--- src/pkg/tdp_pkg.sv ---
`default_nettype none
package tdp_pkg;
    // Register bus request carried as one struct
    typedef struct packed {
        logic       wr;
        logic       rd;
        logic [7:0] addr;
        logic [7:0] wdata;
    } tdp_bus_req_s;

    // Register offsets on the CPU register bus
    localparam logic [7:0] TDP_OFS_A_REF   = 8'hE4;
    localparam logic [7:0] TDP_OFS_B_REF   = 8'hE5;
    localparam logic [7:0] TDP_OFS_A_CNT   = 8'hE6;
    localparam logic [7:0] TDP_OFS_B_CNT   = 8'hE7;
    localparam logic [7:0] TDP_OFS_B_CTRL  = 8'hEA;
    localparam logic [7:0] TDP_OFS_A_CTRL  = 8'hEB;
    localparam logic [7:0] TDP_OFS_PEND    = 8'hEC;
    localparam logic [7:0] TDP_OFS_INT_EN  = 8'hED;

    // Control register fields (both timers share the layout)
    localparam int TDP_CTL_PAIR_BIT  = 0;
    localparam int TDP_CTL_RUN_BIT   = 1;
    localparam int TDP_CTL_CLR_BIT   = 2;
    localparam int TDP_CTL_MODE_LSB  = 3;
    localparam int TDP_CTL_CLK_LSB   = 5;

    // Pending / enable bit positions
    localparam int TDP_BIT_A_OVF = 2;
    localparam int TDP_BIT_A_MC  = 3;
    localparam int TDP_BIT_B_M   = 4;

    // Reset values
    localparam logic [7:0] TDP_RST_CTRL   = 8'h00;
    localparam logic [7:0] TDP_RST_INT_EN = 8'h00;
    localparam logic [7:0] TDP_RST_PEND   = 8'h00;
    localparam logic [7:0] TDP_RST_REF    = 8'hFF;

    // Timer A operating modes
    typedef enum logic [1:0] {
        TDP_MODE_INTERVAL = 2'h0,
        TDP_MODE_CAP_RISE = 2'h1,
        TDP_MODE_PWM      = 2'h2,
        TDP_MODE_CAP_FALL = 2'h3
    } tdp_mode_e;

    // Clock select codes: fxx/1024, /256, /64, /8, /1
    localparam logic [2:0] TDP_CLK_DIV1024 = 3'h0;
    localparam logic [2:0] TDP_CLK_DIV256  = 3'h1;
    localparam logic [2:0] TDP_CLK_DIV64   = 3'h2;
    localparam logic [2:0] TDP_CLK_DIV8    = 3'h3;
    localparam logic [2:0] TDP_CLK_DIV1    = 3'h4;
    localparam int         TDP_PRESC_W     = 10;

    // Interrupt vectors
    localparam logic [7:0] TDP_VEC_A_OVF = 8'hE0;
    localparam logic [7:0] TDP_VEC_A_MC  = 8'hDE;
    localparam logic [7:0] TDP_VEC_B_M   = 8'hE2;

    localparam logic [7:0] TDP_CNT_MAX   = 8'hFF;
    localparam logic [7:0] TDP_CNT_ZERO  = 8'h00;
endpackage : tdp_pkg
`default_nettype wire

--- src/hw/tdp_prescaler.sv ---
`default_nettype none
module tdp_prescaler
    import tdp_pkg::*;
(
    input  wire logic       i_mclk,
    input  wire logic       i_rst_n,
    input  wire logic [2:0] i_sel_a,
    input  wire logic [2:0] i_sel_b,
    output logic            o_tick_a,
    output logic            o_tick_b
);
    typedef struct packed {
        logic [TDP_PRESC_W-1:0] div;
    } tdp_presc_s;

    tdp_presc_s state_q;
    tdp_presc_s state_d;

    // Pulse once every N cycles when the low bits of the shared divider are all ones
    function automatic logic tdp_tick(input logic [2:0] sel, input logic [TDP_PRESC_W-1:0] div);
        case (sel)
            TDP_CLK_DIV1024: tdp_tick = &div[9:0];
            TDP_CLK_DIV256:  tdp_tick = &div[7:0];
            TDP_CLK_DIV64:   tdp_tick = &div[5:0];
            TDP_CLK_DIV8:    tdp_tick = &div[2:0];
            default:         tdp_tick = 1'b1;
        endcase
    endfunction : tdp_tick

    // One free-running divider feeds both timers, so they stay phase locked
    always_comb begin
        state_d     = state_q;
        state_d.div = state_q.div + 1'b1;
    end

    always_ff @(posedge i_mclk) begin
        if (!i_rst_n) begin
            state_q <= '0;
        end else begin
            state_q <= state_d;
        end
    end

    assign o_tick_a = tdp_tick(i_sel_a, state_q.div);
    assign o_tick_b = tdp_tick(i_sel_b, state_q.div);
endmodule : tdp_prescaler
`default_nettype wire

--- src/hw/tdp_edge_sync.sv ---
`default_nettype none
module tdp_edge_sync (
    input  wire logic i_mclk,
    input  wire logic i_rst_n,
    input  wire logic i_pin,
    output logic      o_rise,
    output logic      o_fall
);
    typedef struct packed {
        logic meta;
        logic sync;
        logic last;
    } tdp_sync_s;

    tdp_sync_s state_q;
    tdp_sync_s state_d;

    // Two stages before any logic looks at the pin; edge detect uses stage two onward
    always_comb begin
        state_d      = state_q;
        state_d.meta = i_pin;
        state_d.sync = state_q.meta;
        state_d.last = state_q.sync;
    end

    always_ff @(posedge i_mclk) begin
        if (!i_rst_n) begin
            state_q <= '0;
        end else begin
            state_q <= state_d;
        end
    end

    assign o_rise = state_q.sync & ~state_q.last;
    assign o_fall = ~state_q.sync & state_q.last;
endmodule : tdp_edge_sync
`default_nettype wire

--- src/hw/tdp_timer_pair.sv ---
`default_nettype none
// Summary of operation
// - Pending bit 3 reads one while a timer A match or capture event waits.
// - Timer A raises overflow (vector E0H) and match/capture (DEH), both level one.
// - Overflow pending clears on service acknowledge or when software writes zero to bit 2.
// - Interval mode: counter equal to reference raises match, zeroes counter, keeps counting.
// - Interval mode: each match inverts the toggle output pin.
// - PWM mode: match does not clear counter; it wraps from FFH to 00H.
// - PWM output low while reference <= counter, high while reference > counter.
// - One PWM period spans 256 ticks of the selected timer clock.
// - Capture mode: chosen edge on capture pin loads counter into reference register.
// - Capture mode: overflow raises overflow event, each capture raises match/capture event.
// - Reset sets timer B control to 00H: stopped, divide-by-1024, interval disabled.
// - Writing one to timer B control bit 2 clears the timer B counter.
// - Pending bit 4 flags timer B match; only a software zero write clears it.
// - Timer B interval: counter equal to reference raises match and zeroes counter.
// - Reset sets timer A control to 00H; writing one to bit 2 clears counter.
// - Each timer clock selects system clock divided by 1024, 256, 64, 8 or 1.
module tdp_timer_pair
    import tdp_pkg::*;
(
    input  wire logic         i_mclk,
    input  wire logic         i_rst_n,
    input  wire tdp_bus_req_s i_bus,
    output logic [7:0]        o_reg_rdata,
    input  wire logic         i_cap_pin,
    input  wire logic         i_cap_sel_pin,
    input  wire logic         i_a_ovf_ack,
    output logic              o_toggle_pin,
    output logic              o_pwm_pin,
    output logic              o_irq_level_one,
    output logic [7:0]        o_irq_level_one_vec,
    output logic              o_irq_level_two,
    output logic [7:0]        o_irq_level_two_vec
);
    typedef struct packed {
        logic [7:0] a_ctrl;
        logic [7:0] b_ctrl;
        logic [7:0] int_en;
        logic [7:0] pend;
        logic [7:0] a_ref;
        logic [7:0] b_ref;
        logic [7:0] a_cnt;
        logic [7:0] b_cnt;
        logic       toggle;
        logic       pwm;
        logic [7:0] rdata;
    } tdp_state_s;

    tdp_state_s state_q;
    tdp_state_s state_d;

    logic       tick_a;
    logic       tick_b;
    logic       cap_rise;
    logic       cap_fall;
    tdp_mode_e  a_mode;
    logic       a_run;
    logic       b_run;
    logic       a_wr_ctl;
    logic       b_wr_ctl;
    logic       pend_wr;
    logic       a_match;
    logic       a_ovf;
    logic       a_cap;
    logic       b_match;
    logic [7:0] pend_set;
    logic [7:0] pend_clr;
    logic [7:0] active;

    // Match compare shared by both counters
    function automatic logic tdp_equal(input logic [7:0] cnt, input logic [7:0] ref_val);
        tdp_equal = (cnt == ref_val);
    endfunction : tdp_equal

    tdp_prescaler u_prescaler (
        .i_mclk   (i_mclk),
        .i_rst_n  (i_rst_n),
        .i_sel_a  (state_q.a_ctrl[TDP_CTL_CLK_LSB +: 3]),
        .i_sel_b  (state_q.b_ctrl[TDP_CTL_CLK_LSB +: 3]),
        .o_tick_a (tick_a),
        .o_tick_b (tick_b)
    );

    tdp_edge_sync u_cap_sync (
        .i_mclk  (i_mclk),
        .i_rst_n (i_rst_n),
        .i_pin   (i_cap_pin),
        .o_rise  (cap_rise),
        .o_fall  (cap_fall)
    );

    // Decode of the current control state and of bus writes
    always_comb begin
        a_mode   = tdp_mode_e'(state_q.a_ctrl[TDP_CTL_MODE_LSB +: 2]);
        // The combined 16-bit arrangement is not built; timer A pair bit set simply stops both timers
        a_run    = state_q.a_ctrl[TDP_CTL_RUN_BIT] & ~state_q.a_ctrl[TDP_CTL_PAIR_BIT];
        b_run    = state_q.b_ctrl[TDP_CTL_RUN_BIT] & ~state_q.a_ctrl[TDP_CTL_PAIR_BIT];
        a_wr_ctl = i_bus.wr && (i_bus.addr == TDP_OFS_A_CTRL);
        b_wr_ctl = i_bus.wr && (i_bus.addr == TDP_OFS_B_CTRL);
        pend_wr  = i_bus.wr && (i_bus.addr == TDP_OFS_PEND);
    end

    // Counter match and overflow events, qualified by the selected prescaler tick
    always_comb begin
        a_match = a_run && tick_a && tdp_equal(state_q.a_cnt, state_q.a_ref);
        a_ovf   = a_run && tick_a && (a_mode != TDP_MODE_INTERVAL)
                  && (state_q.a_cnt == TDP_CNT_MAX);
        // Capture needs only the pin edge, so short pulses are caught between ticks
        a_cap   = a_run && (((a_mode == TDP_MODE_CAP_RISE) && cap_rise)
                  || ((a_mode == TDP_MODE_CAP_FALL) && cap_fall));
        b_match = b_run && tick_b && tdp_equal(state_q.b_cnt, state_q.b_ref);
    end

    // Pending sources and software clears; a write of zero clears, a one leaves the bit
    always_comb begin
        pend_set = '0;
        pend_clr = '0;
        pend_set[TDP_BIT_A_OVF] = a_ovf;
        pend_set[TDP_BIT_A_MC]  = (a_match && (a_mode != TDP_MODE_CAP_RISE)
                                  && (a_mode != TDP_MODE_CAP_FALL)) || a_cap;
        pend_set[TDP_BIT_B_M]   = b_match;
        if (pend_wr) begin
            pend_clr = ~i_bus.wdata;
        end
        pend_clr[TDP_BIT_A_OVF] = pend_clr[TDP_BIT_A_OVF] | i_a_ovf_ack;
    end

    // Next-state logic for registers, counters and pins
    always_comb begin
        state_d = state_q;

        // Register writes; the clear bit is a strobe and never stays set
        if (a_wr_ctl) begin
            state_d.a_ctrl = i_bus.wdata;
        end
        if (b_wr_ctl) begin
            state_d.b_ctrl = i_bus.wdata;
        end
        state_d.a_ctrl[TDP_CTL_CLR_BIT] = 1'b0;
        state_d.b_ctrl[TDP_CTL_CLR_BIT] = 1'b0;
        if (i_bus.wr && (i_bus.addr == TDP_OFS_INT_EN)) begin
            state_d.int_en = i_bus.wdata;
        end
        if (i_bus.wr && (i_bus.addr == TDP_OFS_B_REF)) begin
            state_d.b_ref = i_bus.wdata;
        end
        if (i_bus.wr && (i_bus.addr == TDP_OFS_A_REF)) begin
            state_d.a_ref = i_bus.wdata;
        end

        // Hardware set wins over a clear in the same cycle
        state_d.pend = (state_q.pend & ~pend_clr) | pend_set;

        // Timer A counter
        if (a_wr_ctl && i_bus.wdata[TDP_CTL_CLR_BIT]) begin
            state_d.a_cnt = TDP_CNT_ZERO;
        end else if (a_run && tick_a) begin
            if (a_match && (a_mode == TDP_MODE_INTERVAL)) begin
                state_d.a_cnt = TDP_CNT_ZERO;
            end else begin
                state_d.a_cnt = state_q.a_cnt + 1'b1;
            end
        end

        // Capture overrides a bus write to the reference in the same cycle
        if (a_cap) begin
            state_d.a_ref = state_q.a_cnt;
        end

        // Timer B counter
        if (b_wr_ctl && i_bus.wdata[TDP_CTL_CLR_BIT]) begin
            state_d.b_cnt = TDP_CNT_ZERO;
        end else if (b_run && tick_b) begin
            if (b_match) begin
                state_d.b_cnt = TDP_CNT_ZERO;
            end else begin
                state_d.b_cnt = state_q.b_cnt + 1'b1;
            end
        end

        // Toggle pin flips on every interval match
        if (a_match && (a_mode == TDP_MODE_INTERVAL)) begin
            state_d.toggle = ~state_q.toggle;
        end

        // PWM level follows the next counter value so the pin tracks it without lag
        if (a_mode == TDP_MODE_PWM) begin
            state_d.pwm = (state_q.a_ref > state_d.a_cnt);
        end else begin
            state_d.pwm = 1'b0;
        end

        // Registered read data; unmapped offsets read as zero
        state_d.rdata = 8'h00;
        if (i_bus.rd) begin
            case (i_bus.addr)
                TDP_OFS_A_CTRL: state_d.rdata = state_q.a_ctrl;
                TDP_OFS_B_CTRL: state_d.rdata = state_q.b_ctrl;
                TDP_OFS_INT_EN: state_d.rdata = state_q.int_en;
                TDP_OFS_PEND:   state_d.rdata = state_q.pend;
                TDP_OFS_A_REF:  state_d.rdata = state_q.a_ref;
                TDP_OFS_B_REF:  state_d.rdata = state_q.b_ref;
                TDP_OFS_A_CNT:  state_d.rdata = state_q.a_cnt;
                TDP_OFS_B_CNT:  state_d.rdata = state_q.b_cnt;
                default:        state_d.rdata = 8'h00;
            endcase
        end
    end

    // State register; reset leaves both timers stopped on the slowest clock
    always_ff @(posedge i_mclk) begin
        if (!i_rst_n) begin
            state_q.a_ctrl <= TDP_RST_CTRL;
            state_q.b_ctrl <= TDP_RST_CTRL;
            state_q.int_en <= TDP_RST_INT_EN;
            state_q.pend   <= TDP_RST_PEND;
            state_q.a_ref  <= TDP_RST_REF;
            state_q.b_ref  <= TDP_RST_REF;
            state_q.a_cnt  <= TDP_CNT_ZERO;
            state_q.b_cnt  <= TDP_CNT_ZERO;
            state_q.toggle <= 1'b0;
            state_q.pwm    <= 1'b0;
            state_q.rdata  <= 8'h00;
        end else begin
            state_q <= state_d;
        end
    end

    // Interrupt requests: pending bits gated by enables; match/capture vector wins on level one
    always_comb begin
        active              = state_q.pend & state_q.int_en;
        o_irq_level_one     = active[TDP_BIT_A_OVF] | active[TDP_BIT_A_MC];
        o_irq_level_one_vec = active[TDP_BIT_A_MC] ? TDP_VEC_A_MC : TDP_VEC_A_OVF;
        o_irq_level_two     = active[TDP_BIT_B_M];
        o_irq_level_two_vec = TDP_VEC_B_M;
    end

    // Capture pin routing select is outside this block; it is accepted but not needed here
    logic cap_sel_unused;
    assign cap_sel_unused = i_cap_sel_pin;

    assign o_reg_rdata  = state_q.rdata;
    assign o_toggle_pin = state_q.toggle;
    assign o_pwm_pin    = state_q.pwm;
endmodule : tdp_timer_pair
`default_nettype wire

--- config.mk ---
export PLATFORM = sky130hd
export DESIGN_NAME = tdp_timer_pair
export DESIGN_NICKNAME = d
export VERILOG_FILES = /design/src/pkg/tdp_pkg.sv /design/src/hw/tdp_prescaler.sv /design/src/hw/tdp_edge_sync.sv /design/src/hw/tdp_timer_pair.sv
export SDC_FILE = /design/constraint.sdc
export NUM_CORES = 1
export LEC_CHECK = 0
export ABC_AREA = 1
export BUFFER_PORTS_ARGS = -buffer_cell sky130_fd_sc_hd__clkbuf_2
export CELL_PAD_IN_SITES_DETAIL_PLACEMENT = 1
export CELL_PAD_IN_SITES_GLOBAL_PLACEMENT = 2
export CORE_AREA = 5 5 127 129
export CTS_BUF_LIST = sky130_fd_sc_hd__clkbuf_16
export CTS_CLUSTER_DIAMETER = 150
export DETAILED_ROUTE_END_ITERATION = 10
export DIE_AREA = 0 0 132 134
export PLACE_DENSITY_LB_ADDON = 0.15
export SLEW_MARGIN = 20
export SYNTH_ARGS = -nofsm -noshare
export SYNTH_HDL_FRONTEND = slang
export SYNTH_HIERARCHICAL = 1
export SYNTH_SLANG_ARGS = --single-unit
--- constraint.sdc ---
create_clock -name i_mclk -period 3 [get_ports i_mclk]
set_input_delay 0 -clock i_mclk [delete_from_list [all_inputs] [get_ports i_mclk]]
set_output_delay 0 -clock i_mclk [all_outputs]
set_load 0.01 [all_outputs]
# Word level (Yosys, flattened, before mapping)

Index checks and enable logic that the tools add are counted.

Input port bits: 23
Output and inout port bits: 28
Flip-flop bits (word level): 87

$lt $le $gt $ge: 1
Multiplexer cells: 11
Bitwise gates (word level): 16
Add/sub/neg operators: 3
Reduce and logical (&&, ||, !) cells: 34
Equality and inequality tests: 22

Operators by type and width:

| kind                                                | number |
|---|---|
| equality test 8 bit, second input constant          | 9 |
| case mux 8 bit (8 select lines)                     | 1 |
| two-way mux 8 bit                                   | 7 |
| logical AND 1 bit                                   | 20 |
| adder 8 x 1 -> 8 bit, second input constant         | 2 |
| equality test 8 bit                                 | 2 |
| inverter 8 bit                                      | 2 |
| equality test 3 x 2 -> 1 bit, second input constant | 4 |
| adder 10 x 1 -> 10 bit, second input constant       | 1 |
| AND reduction 10 bit                                | 1 |
| AND 8 bit                                           | 1 |
| > comparator 8 bit                                  | 1 |
| bitwise OR 8 x 5 -> 8 bit                           | 1 |
| case mux 1 bit (4 select lines)                     | 2 |
| AND reduction 8 bit                                 | 1 |
| equality test 3 x 1 -> 1 bit, second input constant | 2 |
| zero test 3 bit                                     | 2 |
| two-way mux 6 bit                                   | 1 |
| AND reduction 6 bit                                 | 1 |
| AND 5 bit                                           | 1 |
| inverter 1 bit                                      | 5 |
| AND 1 bit                                           | 4 |
| equality test 2 bit, second input constant          | 2 |
| AND reduction 2 bit                                 | 2 |
| 9 further kinds                                     | 12 |

# Depth between registers and ports, before layout

Gate-level depths: netlist of run 1.

Depth in word-level cells: 9
Gate-level depth with buffers: 20
Mapped depth without buffers: 20

# Modules after synthesis

The synthesis of run 1 kept the hierarchy.

Modules (own cells, without submodules):

| module         | area an instance (µm²) | sequential area each (µm²) | instances | cells each |
|---|---|---|---|---|
| tdp_timer_pair | 4,096.4                | 1,441.4                    | 1         | 602 |
| tdp_prescaler  | 568.0                  | 200.2                      | 1         | 80 |
| tdp_edge_sync  | 100.1                  | 60.1                       | 1         | 13 |

# Worst setup path before layout of run 1

No wires, ideal clock.

Path kind: register -> register
Start: reg u_prescaler/state_q[0] (netlist bit)
End: reg state_q (netlist bit o_pwm_pin)
Period minus slack after synthesis: 2.420 ns
Data required time: 2.875 ns
Setup time: 0.125 ns
Stages on the path, launching flop included: 19
Arrival: 2.295 ns
Setup slack: 0.580 ns
Path through: dfxtp_1 -> ha_1 -> nand3_2 -> inv_1 -> nand3_1 -> nand2_1 -> inv_1 -> nand3_1 -> nand3_2 -> inv_1 -> nand3_1 -> nor2_1 -> nand3_2 -> nand3b_1 -> ha_1 -> a21oi_1 -> nor2_1 -> a211oi_1 -> a21oi_1

Longest elaborated chain between the ends: 9
Elaborated cells between the ends (all ways): 12
Classes of those cells: 1 x order compare; 4 x mux; 7 x reduce/logical

RTL lines:

| what                                         | RTL line                                     | text |
|---|---|---|
| start: declaration                           | tdp_prescaler.sv:16                          | `tdp_presc_s state_q;` |
| start signal: assignment                     | tdp_prescaler.sv:40                          | `state_q <= state_d;` |
| AND reduction 10 bit (tied with other cells) | tdp_prescaler.sv:22                          | `TDP_CLK_DIV1024: tdp_tick = &div[9:0];` |
| case mux 1 bit (4 select lines) *            | tdp_prescaler.sv:21                          | `case (sel)` |
| via tick_a                                   | tdp_timer_pair.sv:53                         | `logic tick_a;` |
| logical AND 1 bit *                          | tdp_timer_pair.sv:106, tdp_timer_pair.sv:158 |  |
| logical AND 1 bit                            | tdp_timer_pair.sv:106                        | `a_match = a_run && tick_a && tdp_equal(state_q.a_cnt, state_q.a_ref);` |
| logical AND 1 bit                            | tdp_timer_pair.sv:159                        | `if (a_match && (a_mode == TDP_MODE_INTERVAL)) begin` |
| two-way mux 8 bit                            | tdp_timer_pair.sv:159                        |  |
| two-way mux 8 bit *                          | tdp_timer_pair.sv:158                        | `end else if (a_run && tick_a) begin` |
| two-way mux 8 bit *                          | tdp_timer_pair.sv:156                        | `if (a_wr_ctl && i_bus.wdata[TDP_CTL_CLR_BIT]) begin` |
| > comparator 8 bit *                         | tdp_timer_pair.sv:189                        | `state_d.pwm = (state_q.a_ref > state_d.a_cnt);` |
| end signal: assignment                       | tdp_timer_pair.sv:226                        | `state_q <= state_d;` |
| end: declaration                             | tdp_timer_pair.sv:50                         | `tdp_state_s state_q;` |

The timed path passes the listed nets; every way through them passes the cells marked *.
A chain may end at the register's enable or synchronous reset.

# Worst setup path in the final report of run 1

Start: reg u_prescaler/state_q[1] (netlist bit)
End: reg state_q (netlist bit o_pwm_pin)

The elaborated chain is that of the path after synthesis.

==> flow_summary.json, run 1 <==
{
  "status": "complete, no violations",
  "drv_slew": 0,
  "num_antenna_cells": 0,
  "grtUsageTotal_pct": 17.17,
  "cp_cell_sequence": "ha_1, nand3_2, inv_2, nand3_1, nand2_1, inv_1, nand3_2, nand3_4, inv_1, nand3_1, nor2_2, nand3_4, nand3b_1, ha_1, a21oi_1, nor2_1, a211oi_2, a21oi_1",
  "cpMaxStageDelayCell": "dfxtp_1",
  "dp_slack_ps": 64.74,
  "leakage_uw": 0.002436,
  "syn_avg_cell_area_um2": 6.855,
  "drive_gt1_share_pct": 14.81,
  "total_power_uw": 2407,
  "relSlewSlack_pct": 41.28,
  "pwr-share-clk_pct": 47.7,
  "final_area_um2": 5399,
  "synth_cell_types": 34,
  "fmax_mhz": 361.8,
  "fin_nets": 759,
  "syn_inst": 695,
  "power_frac_comb_pct": 4.9,
  "synth_async_sr_flop_share_pct": 0,
  "max-vdd-ir-drop_v": 0.0002473,
  "cts-buffers-inserted": 9,
  "clkTransAtPathRegs_ps": 70,
  "cts-root-buf": "clkbuf_16",
  "p_int_uw": 1817,
  "pwr_density_cell_nw_per_um2": 445.9,
  "max_slew.worst_pin.slew_ps": 879.8,
  "endpoint_kind": "flip-flop",
  "worstPathMaxFanout": 7,
  "die_y_um": 134,
  "rows": 45,
  "routed_via_density": 4.811,
  "die_w_um": 132,
  "cts_tree": "built",
  "overflow": 0,
  "setup_ws_ps": 235.7,
  "netlist_area_um2": 4765,
  "worst_r2r_path_depth": 18,
  "ios": 51,
  "drc": 0,
  "synth_edf_count": 0,
  "clk_path_buf_depth": 2,
  "cap_violations": 0,
  "detail-route-antenna-nets": 0,
  "gp_congestion": 0.8206,
  "area_growth_pct": 13.31,
  "dpl_cell_area_um2": 4986,
  "vias": 4412,
  "core_area_um2": 14920,
  "hold_path_depth": 3,
  "final-hold-violation-count": 0,
  "finalSetupTns_ps": 0,
  "grt_pass1_vias": 4543,
  "ys_ff_latch": 85,
  "clk_latency_ps": 350,
  "antenna_found_initial": 0,
  "startpoint_type": "flip-flop",
  "arrival_ps": 3000,
  "dpl.hpwl_um": 11550,
  "grt_max_degree": 50,
  "firstDrtPassIters": 4,
  "dieArea_um2": 17690,
  "worstPathRequired_ps": 3230,
  "synth_ff_type": "dfxtp_1",
  "drtIter0Drc": 175,
  "cts_num_sinks": 85,
  "start_util_pct": 31.93,
  "power.share.sequential_pct": 47.3,
  "hp-class": "input pin to flip-flop",
  "io_buffers": 38,
  "max_stage_delay_ps": 350,
  "avgRoutedWirePerCell_um": 16.46,
  "cts.htree.levels": 3,
  "power.switching_uw": 590.5,
  "yosysSeqAreaShare_pct": 35.71,
  "skew_ps": 6.550,
  "setup_violations": 0,
  "finalCriticalPeriod_ps": 2764,
  "min_period_over_period_pct": 92.14,
  "criticalPathCategory": "flip-flop to flip-flop",
  "routed_wl_um": 15100,
  "p_sw_share_pct": 24.53,
  "synth_warnings": 6,
  "grt_pass1_wl_um": 24030
}
path summary, 6_finish.rpt:
kind / slack, ps / startpoint / end
min reg2reg: 420 / u_cap_sync/state_d[1] / u_cap_sync/state_d[0]
min: 9 / i_bus[16] / o_reg_rdata[5]
max reg2reg: 240 / u_prescaler/state_q[1] / o_pwm_pin
max: 240 / u_prescaler/state_q[1] / o_pwm_pin
registers in the layout (all words and copies together), names as in the netlist:
signal               flops
a_mode                   2
o_pwm_pin                1
o_reg_rdata              8
o_toggle_pin             1
state_q                 60
u_cap_sync/state_d       2
u_cap_sync/state_q       1
u_prescaler/state_q     10
final cells by class:
class	instances	area (um2)
Tap cell	188	235.2
Clock buffer	9	225.2
Multi-Input combinational cell	488	2545
Timing Repair Buffer	47	267.8
Sequential cell	85	1703
Inverter	93	349.1
Fill cell	1909	9522
Clock inverter	7	73.82
metal layers:
layer,track usage (%),routed length (um)
met1,21.92,7095
met2,29.31,7408
met3,3.826,349
met4,4.571,243
met5,0,0
cell usage in the layout, fill, tap and decap left out, types with 3 or more instances in the layout:
cell,count
conb_1,11
nand3_2,7
xor2_1,6
nand2_1,161
nor3_1,7
dfxtp_1,84
inv_1,86
o21ai_0,54
ha_1,12
xnor2_1,10
nor2_4,7
a21oi_1,46
o211ai_1,4
nand2_2,8
o21ai_1,5
dlygate4sd3_1,4
nor2_2,8
nand4_1,14
clkbuf_16,9
nor2_8,3
nand3_1,47
inv_2,7
clkbuf_2,38
buf_4,5
nor2_1,63
synth_stat cells, types with 2 or more instances:
library cell	n	share of area, %
nor2_8	3	1.3
a21oi_1	46	4.8
o21ai_0	55	5.8
nor2_1	67	5.3
o21ai_1	4	0.42
inv_2	6	0.47
nand3b_1	2	0.32
conb_1	2	0.16
inv_1	87	6.9
nand4_2	2	0.53
buf_2	7	0.74
nand3_1	48	5.0
or2_2	2	0.26
nor2_4	4	0.95
clkbuf_1	6	0.47
nor3_1	7	0.74
ha_1	12	3.2
xor2_1	6	1.1
nand2_1	161	13
dfxtp_1	85	36
nand2_2	8	1.1
buf_4	23	3.6
nand3_2	8	1.7
nor2_2	7	0.92
o211ai_1	4	0.63
xnor2_1	10	1.8
buf_6	2	0.47
nand4_1	14	1.8
nand2_4	2	0.47
repair_timing:
action | 4_1_cts | 5_1_grt
hold buffers | 4 | 0
gates resized for setup | 0 | 14
endpoints found under the hold margin | 4 | 0
endpoints found under the setup margin | 0 | 1
setup buffers | 0 | 3
stage by stage:
stage	utilization, %	std cells	hold slack (ps)
floorplan	-	704	93.45
CTS	35.69	914	10.51
finish	36.18	917	9.323
global placement	33.42	894	179.1
global route	36.18	917	12.82
detailed placement	33.42	894	192.8
worst max-delay path, delay by kind of cell, from the launching register on:
| family | cells | cell delay, ps |
|---|---|---|
| and+or+nand+nor | 10 | 1150 |
| adders and majority gates | 2 | 460 |
| AOI/OAI and AO/OA | 3 | 390 |
| DFF | 1 | 350 |
| buffers and inverters | 3 | 280 |
power by group through the flow:
stage                     sequential (uW)  clock (uW)  combinational (uW)
after floorplan                      1160           0                73.4
after global placement               1160           0                 113
after detailed placement             1170           0                 116
after CTS                            1140        1190                 120
after global routing                 1140        1230                 132
final                                1140        1150                 118
logic make-up after synthesis:
group | after synthesis | share of synthesized area, %
other cells | 2 | 0.1576
compound gates | 113 | 12.26
flops | 85 | 35.71
fa+ha+maj | 12 | 3.151
buf+inv | 131 | 12.63
xor+xnor | 16 | 2.941
simple gates | 336 | 33.14
Note: power is estimated with default switching activity, not from simulation.
==> run 2: changes to the inputs <==
- CORE_AREA: 5 5 127 129 -> 2 2 124 126
- DIE_AREA: 0 0 132 134 -> 0 0 126 128
- PLACE_DENSITY: default -> 0.77
- PLACE_DENSITY_LB_ADDON: 0.15 -> default
==> flow_summary.json, run 2 (synthesis gave the netlist of run 1 again) <==
{
  "status": "complete, no violations",
  "skew_ps": 8.128,
  "antenna_found_initial": 0,
  "drv_slew": 0,
  "regMostFlops": "state_q",
  "hp-class": "input pin to flip-flop",
  "core_area_um2": 14860,
  "crit_top_cell": "nand3_4",
  "setup_violations": 0,
  "drtIter0Drc": 148,
  "overflow": 0,
  "reg2reg_from": "u_prescaler/state_q[1]",
  "grtUsageTotal_pct": 18.75,
  "start_util_pct": 32.05,
  "final_cells": 915,
  "pwr_density_cell_nw_per_um2": 444.2,
  "drive_gt1_share_pct": 14.72,
  "drc": 0,
  "criticalPathCategory": "flip-flop to flip-flop",
  "clkTransAtPathRegs_ps": 70,
  "total_power_uw": 2396,
  "area_growth_pct": 13.24,
  "critical-path-top-delay-family": "simple AND/OR/NAND/NOR gates",
  "dpl.hpwl_um": 11110,
  "max_slew.worst_pin.slew_ps": 794.1,
  "arrival_ps": 2970,
  "fin_nets": 757,
  "io_buffers": 38,
  "min_period_over_period_pct": 91.12,
  "max-vdd-ir-drop_v": 0.0002464,
  "final-hold-violation-count": 0,
  "grt_pass1_wl_um": 23730,
  "num_antenna_cells": 0,
  "clk_latency_ps": 350,
  "cts_tree": "built",
  "finalCriticalPeriod_ps": 2734,
  "cts-root-buf": "clkbuf_16",
  "max_stage_delay_ps": 390,
  "worstPathMaxFanout": 7,
  "leakage_uw": 0.002422,
  "die_w_um": 126,
  "gp_congestion": 0.8078,
  "cap_violations": 0,
  "fmax_mhz": 365.8,
  "cp_cell_sequence": "ha_4, nand3_4, inv_2, nand3_1, nand2_1, inv_1, nand3_2, nand3_4, inv_2, nand3_1, nor2_2, nand3_4, nand3b_1, ha_1, a21oi_2, nor2_1, a211oi_2, a21oi_1",
  "vias": 4476,
  "routed_wl_um": 14800,
  "die_y_um": 128,
  "relSlewSlack_pct": 47.00,
  "grt_max_degree": 50,
  "layout_common_cells": "161 x nand2_1, 86 x inv_1, 84 x dfxtp_1",
  "startpoint": "u_prescaler/state_q[1]",
  "firstDrtPassIters": 4,
  "avgRoutedWirePerCell_um": 16.18,
  "cts.htree.levels": 3,
  "detail-route-antenna-nets": 0,
  "largest_reg_flops": 60,
  "dp_cells": 893,
  "cpMaxStageDelayCell": "dfxtp_1",
  "rows": 45,
  "worstPathRequired_ps": 3240,
  "startpoint_type": "flip-flop",
  "routed_via_density": 4.892,
  "clk_path_buf_depth": 2,
  "final_common_cell": "nand2_1",
  "endpoint_kind": "flip-flop",
  "grt_pass1_vias": 4552,
  "dieArea_um2": 16130,
  "min-delay-start": "i_bus[3]",
  "cts_num_sinks": 85,
  "cts-buffers-inserted": 9,
  "crit_buf_inv": 3,
  "ios": 51
}
[run 2: changes by cell type in the layout (fill, tap and decap cells not counted), sizes merged]
cell / previous run / this run
clkinvlp: 0 / 1
dlygate4sd3: 4 / 3
buf: 5 / 4
clkinv: 4 / 3
[run 2: repair_timing]
item	in CTS	in global routing
setup buffers	0	3
hold buffers	3	0
endpoints found under the hold margin	6	0
endpoints found under the setup margin	0	1
resized for setup	0	17
[run 2: stage by stage]
step,hold WS [ps],setup WS (ps),util [%],area [um2],setup TNS [ps]
floorplan,93.45,580.3,-,4798,0
global placement,183.4,223.4,33.49,4979,0
detailed placement,187.6,34.56,33.49,4979,0
CTS,2.919,7.287,35.66,5300,0
global route,11.58,-25.26,36.30,5395,-25.26
finish,5.773,266.4,36.30,5395,0
[run 2: area by class of cell]
cell class,count,area [um2]
Fill cell,1925,9469
Multi-Input combinational cell,488,2566
Sequential cell,85,1703
Inverter,93,349.1
Timing Repair Buffer,45,250.2
Tap cell,188,235.2
Clock buffer,9,225.2
Clock inverter,7,66.31
[run 2: worst register-to-register path, stage by stage, from the launching register on]
cell      delay, ps
dfxtp_1         390
ha_4            170
nand3_4         110
inv_2           100
nand3_1          80
nand2_1          90
inv_1            50
nand3_2          90
nand3_4         140
inv_2           100
nand3_1          90
nor2_2          190
nand3_4         130
nand3b_1        140
ha_1            260
a21oi_2         130
nor2_1           60
a211oi_2        220
a21oi_1          90
[run 2: worst paths after layout]
check / slack, ps / to / cells after the start
worst max-delay path: 270 / o_pwm_pin / 18
worst min-delay path: 6 / state_q[29] / 3
worst max register to register: 270 / o_pwm_pin / 18
worst min register to register: 420 / u_cap_sync/state_d[0] / 2
[run 2: layer usage]
layer	vias to the layer above	part of all wire, %	global-route usage (%)
met3	23	2.4	3.965
met4	0	1.8	5.042
met2	44	51	33.08
met1	2165	45	23.21
met5	-	0	0
li1	2244	-	-
[run 2: power breakdown]
part | switching, uW | total [uW] | internal, uW
Clock | 495 | 1140 | 642
Combinational | 86.0 | 119 | 32.5
Sequential | 6.55 | 1140 | 1130
==> run 3: changes to the inputs <==
- HOLD_SLACK_MARGIN: default -> 0.12
==> flow_summary.json, run 3 (synthesis gave the netlist of run 1 again) <==
{
  "dp_cells": 893,
  "start_util_pct": 32.05,
  "cp-endpoint": "o_pwm_pin",
  "r2r_end": "o_pwm_pin",
  "max_slew.worst_pin.slew_ps": 800.2,
  "firstDrtPassIters": 4,
  "detail-route-antenna-nets": 0,
  "cap_violations": 0,
  "startpoint": "u_prescaler/state_q[1]",
  "regMostFlops": "state_q",
  "min-delay-start": "i_bus[17]",
  "dieArea_um2": 16130,
  "worst_r2r_path_depth": 18,
  "endpoint_kind": "flip-flop",
  "final_common_cell": "nand2_1",
  "relSlewSlack_pct": 46.59,
  "avgRoutedWirePerCell_um": 16.15,
  "status": "complete, no violations",
  "die_w_um": 126,
  "utilization_pct": 36.84,
  "core_area_um2": 14860,
  "grt_max_degree": 50,
  "worstPathMaxFanout": 7,
  "routed_wl_um": 14910,
  "num_antenna_cells": 0,
  "grt_pass1_vias": 4599,
  "r2r_slack_ps": 270,
  "arrival_ps": 2970,
  "cts.htree.levels": 3,
  "ios": 51,
  "routed_via_density": 4.878,
  "fmax_mhz": 366.3,
  "max-vdd-ir-drop_v": 0.0002450,
  "drv_slew": 0,
  "vias": 4502,
  "cts-root-buf": "clkbuf_16",
  "criticalPathCategory": "flip-flop to flip-flop",
  "dpl.hpwl_um": 11110,
  "grt_pass1_wl_um": 23950,
  "dpl_cell_area_um2": 4979,
  "rows": 45,
  "dp_slack_ps": 34.56,
  "setup_ws_ps": 269.8,
  "largest_reg_flops": 60,
  "pwr_density_cell_nw_per_um2": 439.0,
  "cts_num_sinks": 85,
  "fin_nets": 765,
  "antenna_found_initial": 0,
  "final_cells": 923,
  "clkTransAtPathRegs_ps": 70,
  "skew_ps": 7.692,
  "worstPathRequired_ps": 3240,
  "drive_gt1_share_pct": 14.56,
  "hp-class": "input pin to flip-flop",
  "clk_path_buf_depth": 2,
  "layout_common_cells": "161 x nand2_1, 86 x inv_1, 84 x dfxtp_1",
  "clk_latency_ps": 350,
  "grtUsageTotal_pct": 18.93,
  "leakage_uw": 0.002456,
  "drtIter0Drc": 157,
  "final-hold-violation-count": 0,
  "startpoint_type": "flip-flop",
  "area_growth_pct": 14.92,
  "reg2reg_from": "u_prescaler/state_q[1]",
  "final_area_um2": 5475,
  "min_period_over_period_pct": 91.01,
  "overflow": 0,
  "setup_violations": 0,
  "cts-buffers-inserted": 9,
  "fin_hold_ws_ps": 156.1,
  "io_buffers": 38,
  "cts_tree": "built",
  "gp_congestion": 0.8078,
  "die_y_um": 128,
  "drc": 0,
  "finalCriticalPeriod_ps": 2730
}
[run 3: worst min path at each step]
| stage | cells after the start | slack, ps | to |
|---|---|---|---|
| 5_1_grt | 3 | 160 | state_q[30] |
| 6_report | 3 | 160 | state_q[30] |
| 3_3_place_gp | 3 | 180 | u_cap_sync/state_d[1] |
| 4_1_cts | 3 | 140 | state_q[30] |
| 3_5_place_dp | 3 | 190 | u_cap_sync/state_d[1] |
| 2_1_floorplan | 2 | 90 | u_cap_sync/state_d[0] |
[run 3: final cells by class]
cell class | instances | area (um2)
clock inverters | 7 | 66.31
well taps | 188 | 235.2
flip-flops and latches | 85 | 1703
multi-input cells | 488 | 2566
fillers | 1921 | 9389
repair buffers | 53 | 330.3
inverters | 93 | 349.1
clock buffers | 9 | 225.2
[run 3: worst max-delay path: stages, from the launching register on]
cell	delay, ps
dfxtp_1	380
ha_4	170
nand3_4	100
inv_2	100
nand3_1	90
nand2_1	90
inv_1	50
nand3_2	90
nand3_4	140
inv_2	90
nand3_1	90
nor2_2	190
nand3_4	130
nand3b_1	140
ha_1	260
a21oi_2	130
nor2_1	60
a211oi_2	220
a21oi_1	90
[run 3: routing by layer]
metal	up-vias	GRT usage, %	part of all wire, %
li1	2260	-	-
met1	2167	23.19	45
met2	50	33.59	51
met3	25	4.132	2.6
met4	0	5.171	1.9
met5	-	0	0
[run 3: per-stage QoR]
| step | power, uW | setup TNS (ps) |
|---|---|---|
| 2_1_floorplan | 1237 | 0 |
| 3_3_place_gp | 1276 | 0 |
| 3_5_place_dp | 1279 | 0 |
| 4_1_cts | 2429 | 0 |
| 5_1_grt | 2493 | -25.26 |
| 6_report | 2404 | 0 |
[run 3: report_power, final]
part	internal, uW	switching (uW)
combinational	39.3	87.7
sequential	1130	6.43
clock	642	494
[run 3: timing repair]
| action | in CTS | in global routing |
|---|---|---|
| hold buffers | 11 | 0 |
| gates resized for setup | 0 | 17 |
| endpoints found under the setup margin | 0 | 1 |
| setup buffers | 0 | 3 |
| endpoints found under the hold margin | 34 | 0 |
